File: src/hw/dbg_consts.svh
// dbg_consts.svh: offsets, fields and reset values of the debug bank.
// assumes: included by its bare name.
`ifndef DBG_CONSTS_SVH
`define DBG_CONSTS_SVH

`define DBG_MODULE          4'h2
`define DBG_IDX_SCRATCH0    5'h18
`define DBG_IDX_SCRATCH1    5'h19
`define DBG_IDX_CONTROL     5'h1a
`define DBG_IDX_FLAGS       5'h1b
`define DBG_IDX_BUFFER      5'h1c

`define DBG_CTL_BPEN_BIT    7
`define DBG_CTL_REGBRK_BIT  5
`define DBG_CTL_CMD_MSB     3
`define DBG_CTL_WMASK       8'haf

`define DBG_FLG_PSS_MSB     3
`define DBG_FLG_PSS_LSB     2
`define DBG_FLG_SPE_BIT     1
`define DBG_FLG_XFER_BIT    0
`define DBG_FLG_WMASK       8'h0f

`define DBG_RESET_WORD      16'h0000
`define DBG_RESET_BYTE      8'h00

`endif

File: src/hw/dbg_pkg.sv
// dbg_pkg: types shared by the debug register bank.
// assumes: compiled before every design module.
package dbg_pkg;

    typedef enum logic [3:0] {
        cmd_nop        = 4'b0000,
        cmd_read_map   = 4'b0001,
        cmd_read_data  = 4'b0010,
        cmd_read_stack = 4'b0011,
        cmd_write_reg  = 4'b0100,
        cmd_write_data = 4'b0101,
        cmd_single_stp = 4'b0110,
        cmd_unlock     = 4'b1000,
        cmd_read_reg   = 4'b1001
    } host_cmd_type;

endpackage : dbg_pkg

File: src/hw/break_match.sv
// break_match: breakpoint-4/5 register compare, gated by breakpoint enable.
// assumes: all inputs on mclk; outputs are registered.
`timescale 1ns/1ns
module break_match #(
    parameter int WIDTH = 16
) (
    // clock and reset
    input  wire logic             mclk,
    input  wire logic             resetn,
    input  wire logic             tap_reset,
    // control
    input  wire logic             breakpoint_enable,
    input  wire logic             register_break_select,
    // instruction writeback
    input  wire logic             dest_write,
    input  wire logic [7:0]       dest_addr,
    input  wire logic [WIDTH-1:0] dest_data,
    input  wire logic [7:0]       breakpoint_four,
    input  wire logic [7:0]       breakpoint_five,
    input  wire logic [WIDTH-1:0] break_mask_register,
    input  wire logic [WIDTH-1:0] break_compare_register,
    // hits
    output logic                  hit_four,
    output logic                  hit_five
);
    logic [WIDTH-1:0] bit_ok;
    logic             arm;
    logic             four_d;
    logic             five_d;
    logic             hit_four_q;
    logic             hit_five_q;

    // masked-off bits always agree, so an all-zero mask hits on any data
    genvar g;
    generate
        for (g = 0; g < WIDTH; g = g + 1) begin : g_cmp
            assign bit_ok[g] = ~break_mask_register[g] |
                (dest_data[g] == break_compare_register[g]);
        end
    endgenerate

    assign arm    = breakpoint_enable & register_break_select & dest_write;
    assign four_d = arm & (dest_addr == breakpoint_four);
    assign five_d = arm & (dest_addr == breakpoint_five) & (&bit_ok);

    always_ff @(posedge mclk or negedge resetn) begin
        if (!resetn) begin
            hit_four_q <= 1'b0;
            hit_five_q <= 1'b0;
        end else if (tap_reset) begin
            hit_four_q <= 1'b0;
            hit_five_q <= 1'b0;
        end else begin
            hit_four_q <= four_d;
            hit_five_q <= five_d;
        end
    end

    assign hit_four = hit_four_q;
    assign hit_five = hit_five_q;
endmodule : break_match

File: src/hw/xfer_sync.sv
// xfer_sync: brings the tap's transfer-done toggle into mclk as a pulse.
// assumes: toggle comes from the test clock domain.
`timescale 1ns/1ns
module xfer_sync (
    // clock and reset
    input  wire logic mclk,
    input  wire logic resetn,
    // foreign toggle
    input  wire logic toggle_in,
    // local pulse
    output logic      done_pulse
);
    logic meta_q;
    logic sync_q;
    logic last_q;

    always_ff @(posedge mclk or negedge resetn) begin
        if (!resetn) begin
            meta_q <= 1'b0;
            sync_q <= 1'b0;
            last_q <= 1'b0;
        end else begin
            meta_q <= toggle_in;
            sync_q <= meta_q;
            last_q <= sync_q;
        end
    end

    assign done_pulse = sync_q ^ last_q;
endmodule : xfer_sync

File: src/hw/debug_engine_register_bank.sv
// What this block does
// - registers reached at module 02h by index
// - scratch access only in background/debug mode
// - scratch and control clear on reset, tlr
// - control written only by debug engine
// - bit 7 enables breakpoints, background always works
// - breakpoint enable changes only in debug mode
// - control bits 6 and 4 read zero
// - register break: bp4 matches destination address
// - bp5 needs address and masked data match
// - no break unless breakpoint enable set
// - engine loads serviced command into bits 3:0, in debug mode only
// - command field uses fixed encoding
// - flag bits 7:4 read zero, writes dropped
// - source select and program enable read/write
// - transfer flag set at tap transfer end
// - rom sets transfer flag, engine clears
// - cpu write to transfer clears source select
// - 8-bit buffer exchanged with tap shift register
// - buffer clears on reset and tlr
// - runs on system clock, halted in stop
// - host commands decoded from buffer byte
// - bp5 mask selects compared data bits
//
// debug_engine_register_bank: debug engine peripheral registers.
// assumes: cpu bus on mclk; tap gives a scan toggle, tap_reset, byte.
`timescale 1ns/1ns
`include "dbg_consts.svh"
module debug_engine_register_bank #(
    parameter int DATA_WIDTH = 16
) (
    // clock and reset
    input  wire logic                  mclk,
    input  wire logic                  resetn,
    input  wire logic                  stop_mode,
    // cpu peripheral access
    input  wire logic [3:0]            cpu_module,
    input  wire logic [4:0]            cpu_index,
    input  wire logic                  cpu_read,
    input  wire logic                  cpu_write,
    input  wire logic [DATA_WIDTH-1:0] cpu_wdata,
    output logic      [DATA_WIDTH-1:0] cpu_rdata,
    // debug mode status
    input  wire logic                  background_mode,
    input  wire logic                  debug_mode,
    // tap side
    input  wire logic                  tap_reset,
    input  wire logic                  tap_xfer_toggle,
    input  wire logic [7:0]            tap_shift_in,
    output logic      [7:0]            tap_shift_out,
    // debug engine side
    input  wire logic                  eng_ctl_write,
    input  wire logic [7:0]            eng_ctl_data,
    input  wire logic                  eng_cmd_load,
    input  wire logic                  eng_xfer_clear,
    input  wire logic                  eng_flag_write,
    input  wire logic [7:0]            eng_flag_data,
    input  wire logic                  eng_buf_write,
    input  wire logic [7:0]            eng_buf_data,
    input  wire logic [15:0]           break_mask_register,
    input  wire logic [15:0]           break_compare_register,
    input  wire logic [7:0]            breakpoint_four,
    input  wire logic [7:0]            breakpoint_five,
    // instruction writeback
    input  wire logic                  dest_write,
    input  wire logic [7:0]            dest_addr,
    input  wire logic [15:0]           dest_data,
    // results
    output logic                       breakpoint_enable,
    output logic                       register_break_select,
    output logic      [3:0]            host_command,
    output logic                       host_cmd_valid,
    output logic                       transfer_flag,
    output logic      [1:0]            programming_source_select,
    output logic                       system_program_enable,
    output logic                       hit_four,
    output logic                       hit_five
);
    logic [DATA_WIDTH-1:0] scratch0_q;
    logic [DATA_WIDTH-1:0] scratch0_d;
    logic [DATA_WIDTH-1:0] scratch1_q;
    logic [DATA_WIDTH-1:0] scratch1_d;
    logic [7:0]            control_q;
    logic [7:0]            control_d;
    logic [7:0]            flags_q;
    logic [7:0]            flags_d;
    logic [7:0]            buffer_q;
    logic [7:0]            buffer_d;
    logic                  tap_rst_meta_q;
    logic                  tap_rst_q;
    logic                  stop_meta_q;
    logic                  stop_q;
    logic                  xfer_done;
    logic                  run;
    logic                  sel;
    logic                  hit_s0;
    logic                  hit_s1;
    logic                  hit_ctl;
    logic                  hit_flg;
    logic                  hit_buf;
    logic                  scratch_open;
    logic                  wr_s0;
    logic                  wr_s1;
    logic                  wr_flg;
    logic                  wr_buf;
    logic [7:0]            ctl_keep;
    logic [7:0]            ctl_new;
    logic [7:0]            ctl_wmask;
    logic [7:0]            flag_cpu;
    logic [7:0]            rd_byte;
    logic [DATA_WIDTH-1:0] rd_word;
    logic [DATA_WIDTH-1:0] rdata_d;
    logic [DATA_WIDTH-1:0] rdata_q;
    logic                  cmd_known;
    logic                  cmd_valid_q;

    // tap reset and stop arrive from other domains; two flops first
    always_ff @(posedge mclk or negedge resetn) begin
        if (!resetn) begin
            tap_rst_meta_q <= 1'b0;
            tap_rst_q      <= 1'b0;
            stop_meta_q    <= 1'b0;
            stop_q         <= 1'b0;
        end else begin
            tap_rst_meta_q <= tap_reset;
            tap_rst_q      <= tap_rst_meta_q;
            stop_meta_q    <= stop_mode;
            stop_q         <= stop_meta_q;
        end
    end

    xfer_sync u_xfer_sync (
        .mclk       (mclk),
        .resetn     (resetn),
        .toggle_in  (tap_xfer_toggle),
        .done_pulse (xfer_done)
    );

    // engine frozen in stop mode; clock gating itself lives outside
    assign run = ~stop_q;

    // module/index decode
    assign sel     = (cpu_module == `DBG_MODULE);
    assign hit_s0  = sel & (cpu_index == `DBG_IDX_SCRATCH0);
    assign hit_s1  = sel & (cpu_index == `DBG_IDX_SCRATCH1);
    assign hit_ctl = sel & (cpu_index == `DBG_IDX_CONTROL);
    assign hit_flg = sel & (cpu_index == `DBG_IDX_FLAGS);
    assign hit_buf = sel & (cpu_index == `DBG_IDX_BUFFER);

    assign scratch_open = background_mode | debug_mode;
    assign wr_s0  = cpu_write & hit_s0 & scratch_open;
    assign wr_s1  = cpu_write & hit_s1 & scratch_open;
    assign wr_flg = cpu_write & hit_flg;
    assign wr_buf = cpu_write & hit_buf;

    assign scratch0_d = wr_s0 ? cpu_wdata : scratch0_q;
    assign scratch1_d = wr_s1 ? cpu_wdata : scratch1_q;

    // control: cpu writes never reach it; engine writes only
    // breakpoint enable is frozen outside debug mode
    assign ctl_wmask = debug_mode ? `DBG_CTL_WMASK
                                  : (`DBG_CTL_WMASK & 8'h7f);
    assign ctl_new   = (eng_ctl_data & ctl_wmask)
                     | (control_q & ~ctl_wmask);
    assign ctl_keep  = eng_ctl_write ? ctl_new : control_q;
    // the command field follows the byte the host left in the buffer
    assign control_d = (eng_cmd_load && debug_mode)
        ? {ctl_keep[7:4], buffer_q[3:0]}
        : ctl_keep;

    // command decode straight off the buffer byte
    assign cmd_known = (buffer_q[7:4] == 4'h0) &&
        ((buffer_q[3:0] <= 4'(dbg_pkg::cmd_single_stp)) ||
         (buffer_q[3:0] == 4'(dbg_pkg::cmd_unlock)) ||
         (buffer_q[3:0] == 4'(dbg_pkg::cmd_read_reg)));

    // flags: cpu or engine may write; reserved bits dropped
    assign flag_cpu = (cpu_wdata[7:0] & `DBG_FLG_WMASK);
    always_comb begin
        flags_d = flags_q;
        if (eng_flag_write) begin
            flags_d = eng_flag_data & `DBG_FLG_WMASK;
        end
        if (wr_flg) begin
            flags_d = flag_cpu;
            // writing the transfer bit also drops source select
            flags_d[`DBG_FLG_PSS_MSB:`DBG_FLG_PSS_LSB] = 2'b00;
        end
        if (eng_xfer_clear) begin
            flags_d[`DBG_FLG_XFER_BIT] = 1'b0;
        end
        // a finishing scan wins over an engine clear or cpu write in the same cycle
        if (xfer_done) begin
            flags_d[`DBG_FLG_XFER_BIT] = 1'b1;
        end
    end

    // buffer: a finished scan loads the shift byte, beating cpu and engine
    assign buffer_d = xfer_done ? tap_shift_in
                    : wr_buf ? cpu_wdata[7:0]
                    : eng_buf_write ? eng_buf_data
                    : buffer_q;

    // one clocked block; tap test-logic-reset is a synchronous clear
    always_ff @(posedge mclk or negedge resetn) begin
        if (!resetn) begin
            scratch0_q  <= `DBG_RESET_WORD;
            scratch1_q  <= `DBG_RESET_WORD;
            control_q   <= `DBG_RESET_BYTE;
            flags_q     <= `DBG_RESET_BYTE;
            buffer_q    <= `DBG_RESET_BYTE;
            cmd_valid_q <= 1'b0;
        end else if (tap_rst_q) begin
            scratch0_q  <= `DBG_RESET_WORD;
            scratch1_q  <= `DBG_RESET_WORD;
            control_q   <= `DBG_RESET_BYTE;
            flags_q     <= `DBG_RESET_BYTE;
            buffer_q    <= `DBG_RESET_BYTE;
            cmd_valid_q <= 1'b0;
        end else if (run) begin
            scratch0_q  <= scratch0_d;
            scratch1_q  <= scratch1_d;
            control_q   <= control_d;
            flags_q     <= flags_d;
            buffer_q    <= buffer_d;
            cmd_valid_q <= cmd_known;
        end
    end

    // read mux; blocked scratch reads give zero
    assign rd_byte = hit_ctl ? (control_q & `DBG_CTL_WMASK)
                   : hit_flg ? (flags_q & `DBG_FLG_WMASK)
                   : hit_buf ? buffer_q
                   : 8'h00;
    assign rd_word = (hit_s0 & scratch_open) ? scratch0_q
                   : (hit_s1 & scratch_open) ? scratch1_q
                   : {{(DATA_WIDTH-8){1'b0}}, rd_byte};
    assign rdata_d = cpu_read ? rd_word : '0;

    always_ff @(posedge mclk or negedge resetn) begin
        if (!resetn) begin
            rdata_q <= '0;
        end else begin
            rdata_q <= rdata_d;
        end
    end

    break_match #(
        .WIDTH (16)
    ) u_break_match (
        .mclk                   (mclk),
        .resetn                 (resetn),
        .tap_reset              (tap_rst_q),
        .breakpoint_enable      (control_q[`DBG_CTL_BPEN_BIT]),
        .register_break_select  (control_q[`DBG_CTL_REGBRK_BIT]),
        .dest_write             (dest_write & run),
        .dest_addr              (dest_addr),
        .dest_data              (dest_data),
        .breakpoint_four        (breakpoint_four),
        .breakpoint_five        (breakpoint_five),
        .break_mask_register    (break_mask_register),
        .break_compare_register (break_compare_register),
        .hit_four               (hit_four),
        .hit_five               (hit_five)
    );

    assign cpu_rdata                 = rdata_q;
    assign tap_shift_out             = buffer_q;
    assign breakpoint_enable         = control_q[`DBG_CTL_BPEN_BIT];
    assign register_break_select     = control_q[`DBG_CTL_REGBRK_BIT];
    assign host_command              = control_q[`DBG_CTL_CMD_MSB:0];
    assign host_cmd_valid            = cmd_valid_q;
    assign transfer_flag             = flags_q[`DBG_FLG_XFER_BIT];
    assign programming_source_select =
        flags_q[`DBG_FLG_PSS_MSB:`DBG_FLG_PSS_LSB];
    assign system_program_enable     = flags_q[`DBG_FLG_SPE_BIT];
endmodule : debug_engine_register_bank

File: config.mk
export PLATFORM = sky130hd
export DESIGN_NAME = debug_engine_register_bank
export DESIGN_NICKNAME = d
export VERILOG_FILES = /design/src/hw/dbg_pkg.sv /design/src/hw/break_match.sv /design/src/hw/xfer_sync.sv /design/src/hw/debug_engine_register_bank.sv
export VERILOG_INCLUDE_DIRS = /design/src /design/src/hw
export SDC_FILE = /design/constraint.sdc
export NUM_CORES = 1
export LEC_CHECK = 0
export BUFFER_PORTS_ARGS = -buffer_cell sky130_fd_sc_hd__buf_2
export CORE_MARGIN = 1
export CORE_UTILIZATION = 40
export DETAILED_ROUTE_END_ITERATION = 10
export PLACE_DENSITY = 0.69
export SLEW_MARGIN = 20
export SYNTH_ARGS = -nofsm -noshare
export SYNTH_HDL_FRONTEND = slang
export SYNTH_SLANG_ARGS = --single-unit
File: constraint.sdc
create_clock -name mclk -period 1.7 [get_ports mclk]
set_input_delay 0.255 -clock mclk [delete_from_list [all_inputs] [get_ports mclk]]
set_output_delay 0.255 -clock mclk [all_outputs]
set_load 0.02 [all_outputs]
==> results.ini <==
[cts]
cts_root_buffer = clkbuf_8
tritoncts = done
clock_latency_ns = 0.36
clk_pin_slew_ns = 0.08
hold_buffers = 2
post_cts_buffers = 0
htreeDepth = 3
cts_buffers = 9
post_cts_resize_count = 0
clk_path_buf_depth = 2
cts.sinks = 76

[yosys]
synth.largest_area_cell = dfrtp_1
synth_nets = 585
synth.avg_cell_area_um2 = 9.40
yosysWarningCount = 0
seq_area_frac_synth_pct = 45.9
synth_area_leaders = dfrtp_1 46%, a21oi_1 5.4%, xor2_1 5.3%
postSynthCellCount = 441
synth-seq-cells = 76
yosysTopAreaCellShare_pct = 45.9
netlist_area_mm2 = 0.00415
synth_cell_types = 51

[route]
wl_um = 13300
ant_nets = 0
wl_per_cell_um = 17.5
firstDrtPassIters = 5
vias = 4204
drtIter0Drc = 323
drc_errors = 0
viasPerCell = 5.53

[setup_path]
cp-start-kind = flop
rrSetupSlack_ns = 0.1
required_ns = 1.95
crit_fanout = 12
cp.arrival_ns = 1.85
end_kind = flop
rr_endpoint = tap_shift_out[4]
worst-setup-path-type = reg -> reg
r2r_start = u_xfer_sync.sync_q
ff2ff_path_depth = 4

[global_routing]
overflow = 0
antenna_found_initial = 0
grt_pass1_wl_um = 20400
grt_max_degree = 77
grt_usage_pct = 24.6
grt_pass1_vias = 4020

[timing]
worst_pin_slew_ns = 0.480
hold_viol_final = 0
finClkSkew_ns = 0.00953
holdWs_ns = 0.0122
setup_viol = 0
fin_crit_ns = 1.60
final.setup.tns_ns = 0
slew_headroom_pct = 68.0
period_share_pct = 94.4
rsz0062_at_grt = no
layout_setup_ws_ns = 0.0957
fmax_ghz = 0.623
drv_slew = 0

[finish]
final_net_count = 766
drive_gt1_share_pct = 36.4
area_delta_synth_final_pct = 31.7
fin_util_pct = 55.1
num_antenna_cells = 0
design_area_mm2 = 0.00546
fin_cells = 760

[worst_hold_path]
min_to = tap_rst_meta_q
worstHoldPathType = in -> reg
hp-start = tap_reset
hold_depth = 1

[power_and_ir_drop]
switching_share_pct = 28.9
p_clk_share_pct = 31.6
power_leakage_nw = 2.62
p_sw_mw = 1.12
combinationalPowerShare_pct = 19.0
max-vdd-ir-drop_mv = 0.304
power-per-cell-area_mw_per_mm2 = 709
internal-power_mw = 2.75
seq_power_share_pct = 49.4
power_mw = 3.87

[floorplanning]
io_pins = 181
die_area_mm2 = 0.0108
die_w_um = 104
die_h_um = 104
core_mm2 = 0.00991
start_util_pct = 41.8
row_count = 36

[placed_design]
place_inst = 742
portBuffers = 174
hpwl_um = 10000
place_congestion = 0.933
pre_cts_ws_ns = -0.110
post_dp_cell_area_mm2 = 0.00528

[run_status]
outcome = completed

[flow_run]
cap_violations = 0

-- cell usage after synthesis, drive strengths merged --
cell and count:
a31oi 11, and4bb 1, a41o 1, a211o 1, nand3b 3, o41a 1
dfrtp 76, buf 18, o32ai 9, mux2i 9, a211oi 10, nor3 8
xnor2 9, a31o 2, nand2b 1, mux2 6, nand4 3, o31ai 2
nor3b 1, a21oi 45, or2 1, o21ai 36, o21ba 1, clkbuf 15
a222oi 4, and3 2, a22o 4, a221oi 1, and3b 3, o2bb2ai 1
nand4b 3, xor2 25, nand2 17, inv 22, a22oi 7, or4 1
nor2b 2, a2111oi 1, nor2 26, o21bai 2, nand3 43, or3b 1
nor4 6
-- power by group through the flow --
| stage | logic (mW) | registers [mW] | clock network [mW] |
|---|---|---|---|
| 2_1_floorplan | 0.304 | 1.97 | 0 |
| 3_3_place_gp | 0.715 | 1.94 | 0 |
| 3_5_place_dp | 0.730 | 1.95 | 0 |
| 4_1_cts | 0.736 | 1.91 | 1.24 |
| 5_1_grt | 0.796 | 1.91 | 1.31 |
| 6_report | 0.735 | 1.91 | 1.22 |
-- how the worst max path moves through the flow --
stage                             to  slack (ns)               start  cells past startpoint
detailed placement  tap_shift_out[6]       -0.11       cpu_module[2]                      6
floorplan              scratch1_q[5]        0.23          debug_mode                      8
finish              tap_shift_out[4]         0.1  u_xfer_sync.sync_q                      4
global placement    tap_shift_out[7]       -0.02       cpu_module[2]                      6
global route        tap_shift_out[6]        0.02  u_xfer_sync.sync_q                      4
CTS                 tap_shift_out[6]        0.11  u_xfer_sync.sync_q                      4
-- worst max-delay path, cell delays in order, from the launching register on --
cell     delay, ns
dfrtp_1       0.42
xor2_1        0.16
buf_4         0.19
o41a_1        0.53
o32ai_1       0.20
-- layer usage --
layer | GRT usage, % | part of all wire [%]
met5 | 0 | 0
met4 | 8.06 | 1.8
met3 | 3.84 | 6.5
met2 | 44.3 | 53
met1 | 29.9 | 39
-- sequential cells by signal, summed over array words and instances, names as in the netlist --
name,cells
host_cmd_valid,1
scratch1_q,16
control_q,6
u_break_match.hit_four,1
stop_q,1
flags_q,4
cpu_rdata,16
u_xfer_sync.sync_q,1
stop_meta_q,1
u_break_match.hit_five,1
tap_shift_out,8
u_xfer_sync.last_q,1
tap_rst_q,1
u_xfer_sync.meta_q,1
scratch0_q,16
tap_rst_meta_q,1
-- placed cells by master (no fill, tap or decap), types with 2 or more instances in the layout --
cell type / synthesis / final
buf_2: 11 / 173
dfrtp_1: 76 / 76
a21oi_1: 45 / 45
nand3_1: 41 / 41
o21ai_0: 36 / 36
nor2_1: 26 / 26
xor2_1: 25 / 25
buf_4: 4 / 24
inv_1: 22 / 22
nand2_1: 17 / 17
a31oi_1: 11 / 11
a211oi_1: 10 / 10
clkbuf_8: 0 / 10
mux2i_1: 9 / 9
xnor2_1: 9 / 9
o32ai_1: 9 / 9
nor3_1: 7 / 7
a22oi_1: 7 / 7
mux2_2: 6 / 6
nor4_1: 6 / 6
clkbuf_1: 14 / 5
a22o_1: 4 / 4
a222oi_1: 4 / 4
buf_12: 0 / 4
nand3b_1: 3 / 3
and3b_1: 3 / 3
nand4_1: 3 / 3
nand4b_1: 3 / 3
o21bai_1: 2 / 2
nor2b_1: 2 / 2
a31o_2: 2 / 2
and3_1: 2 / 2
dlygate4sd3_1: 0 / 2
-- layout make-up --
cell class / instances / area, µm²
inverter: 22 / 82.6
timing repair buffer: 203 / 1150
multi-input combinational: 310 / 2000
sequential: 76 / 1900
fill: 943 / 4450
clock buffer: 15 / 156
clock inverter: 1 / 7.51
tap: 133 / 166
-- cells by family (layout without fill, tap and decap cells) --
logic type | count (synthesis) | after routing | synth area share [%]
AOI/OAI and AO/OA | 139 | 139 | 21.5
buffers and inverters | 55 | 241 | 5.88
DFF | 76 | 76 | 45.9
and+or+nand+nor | 122 | 122 | 15.8
xor gates and xnor gates | 34 | 34 | 7.18
muxes | 15 | 15 | 3.80
Note: power is estimated with default switching activity, not from simulation.
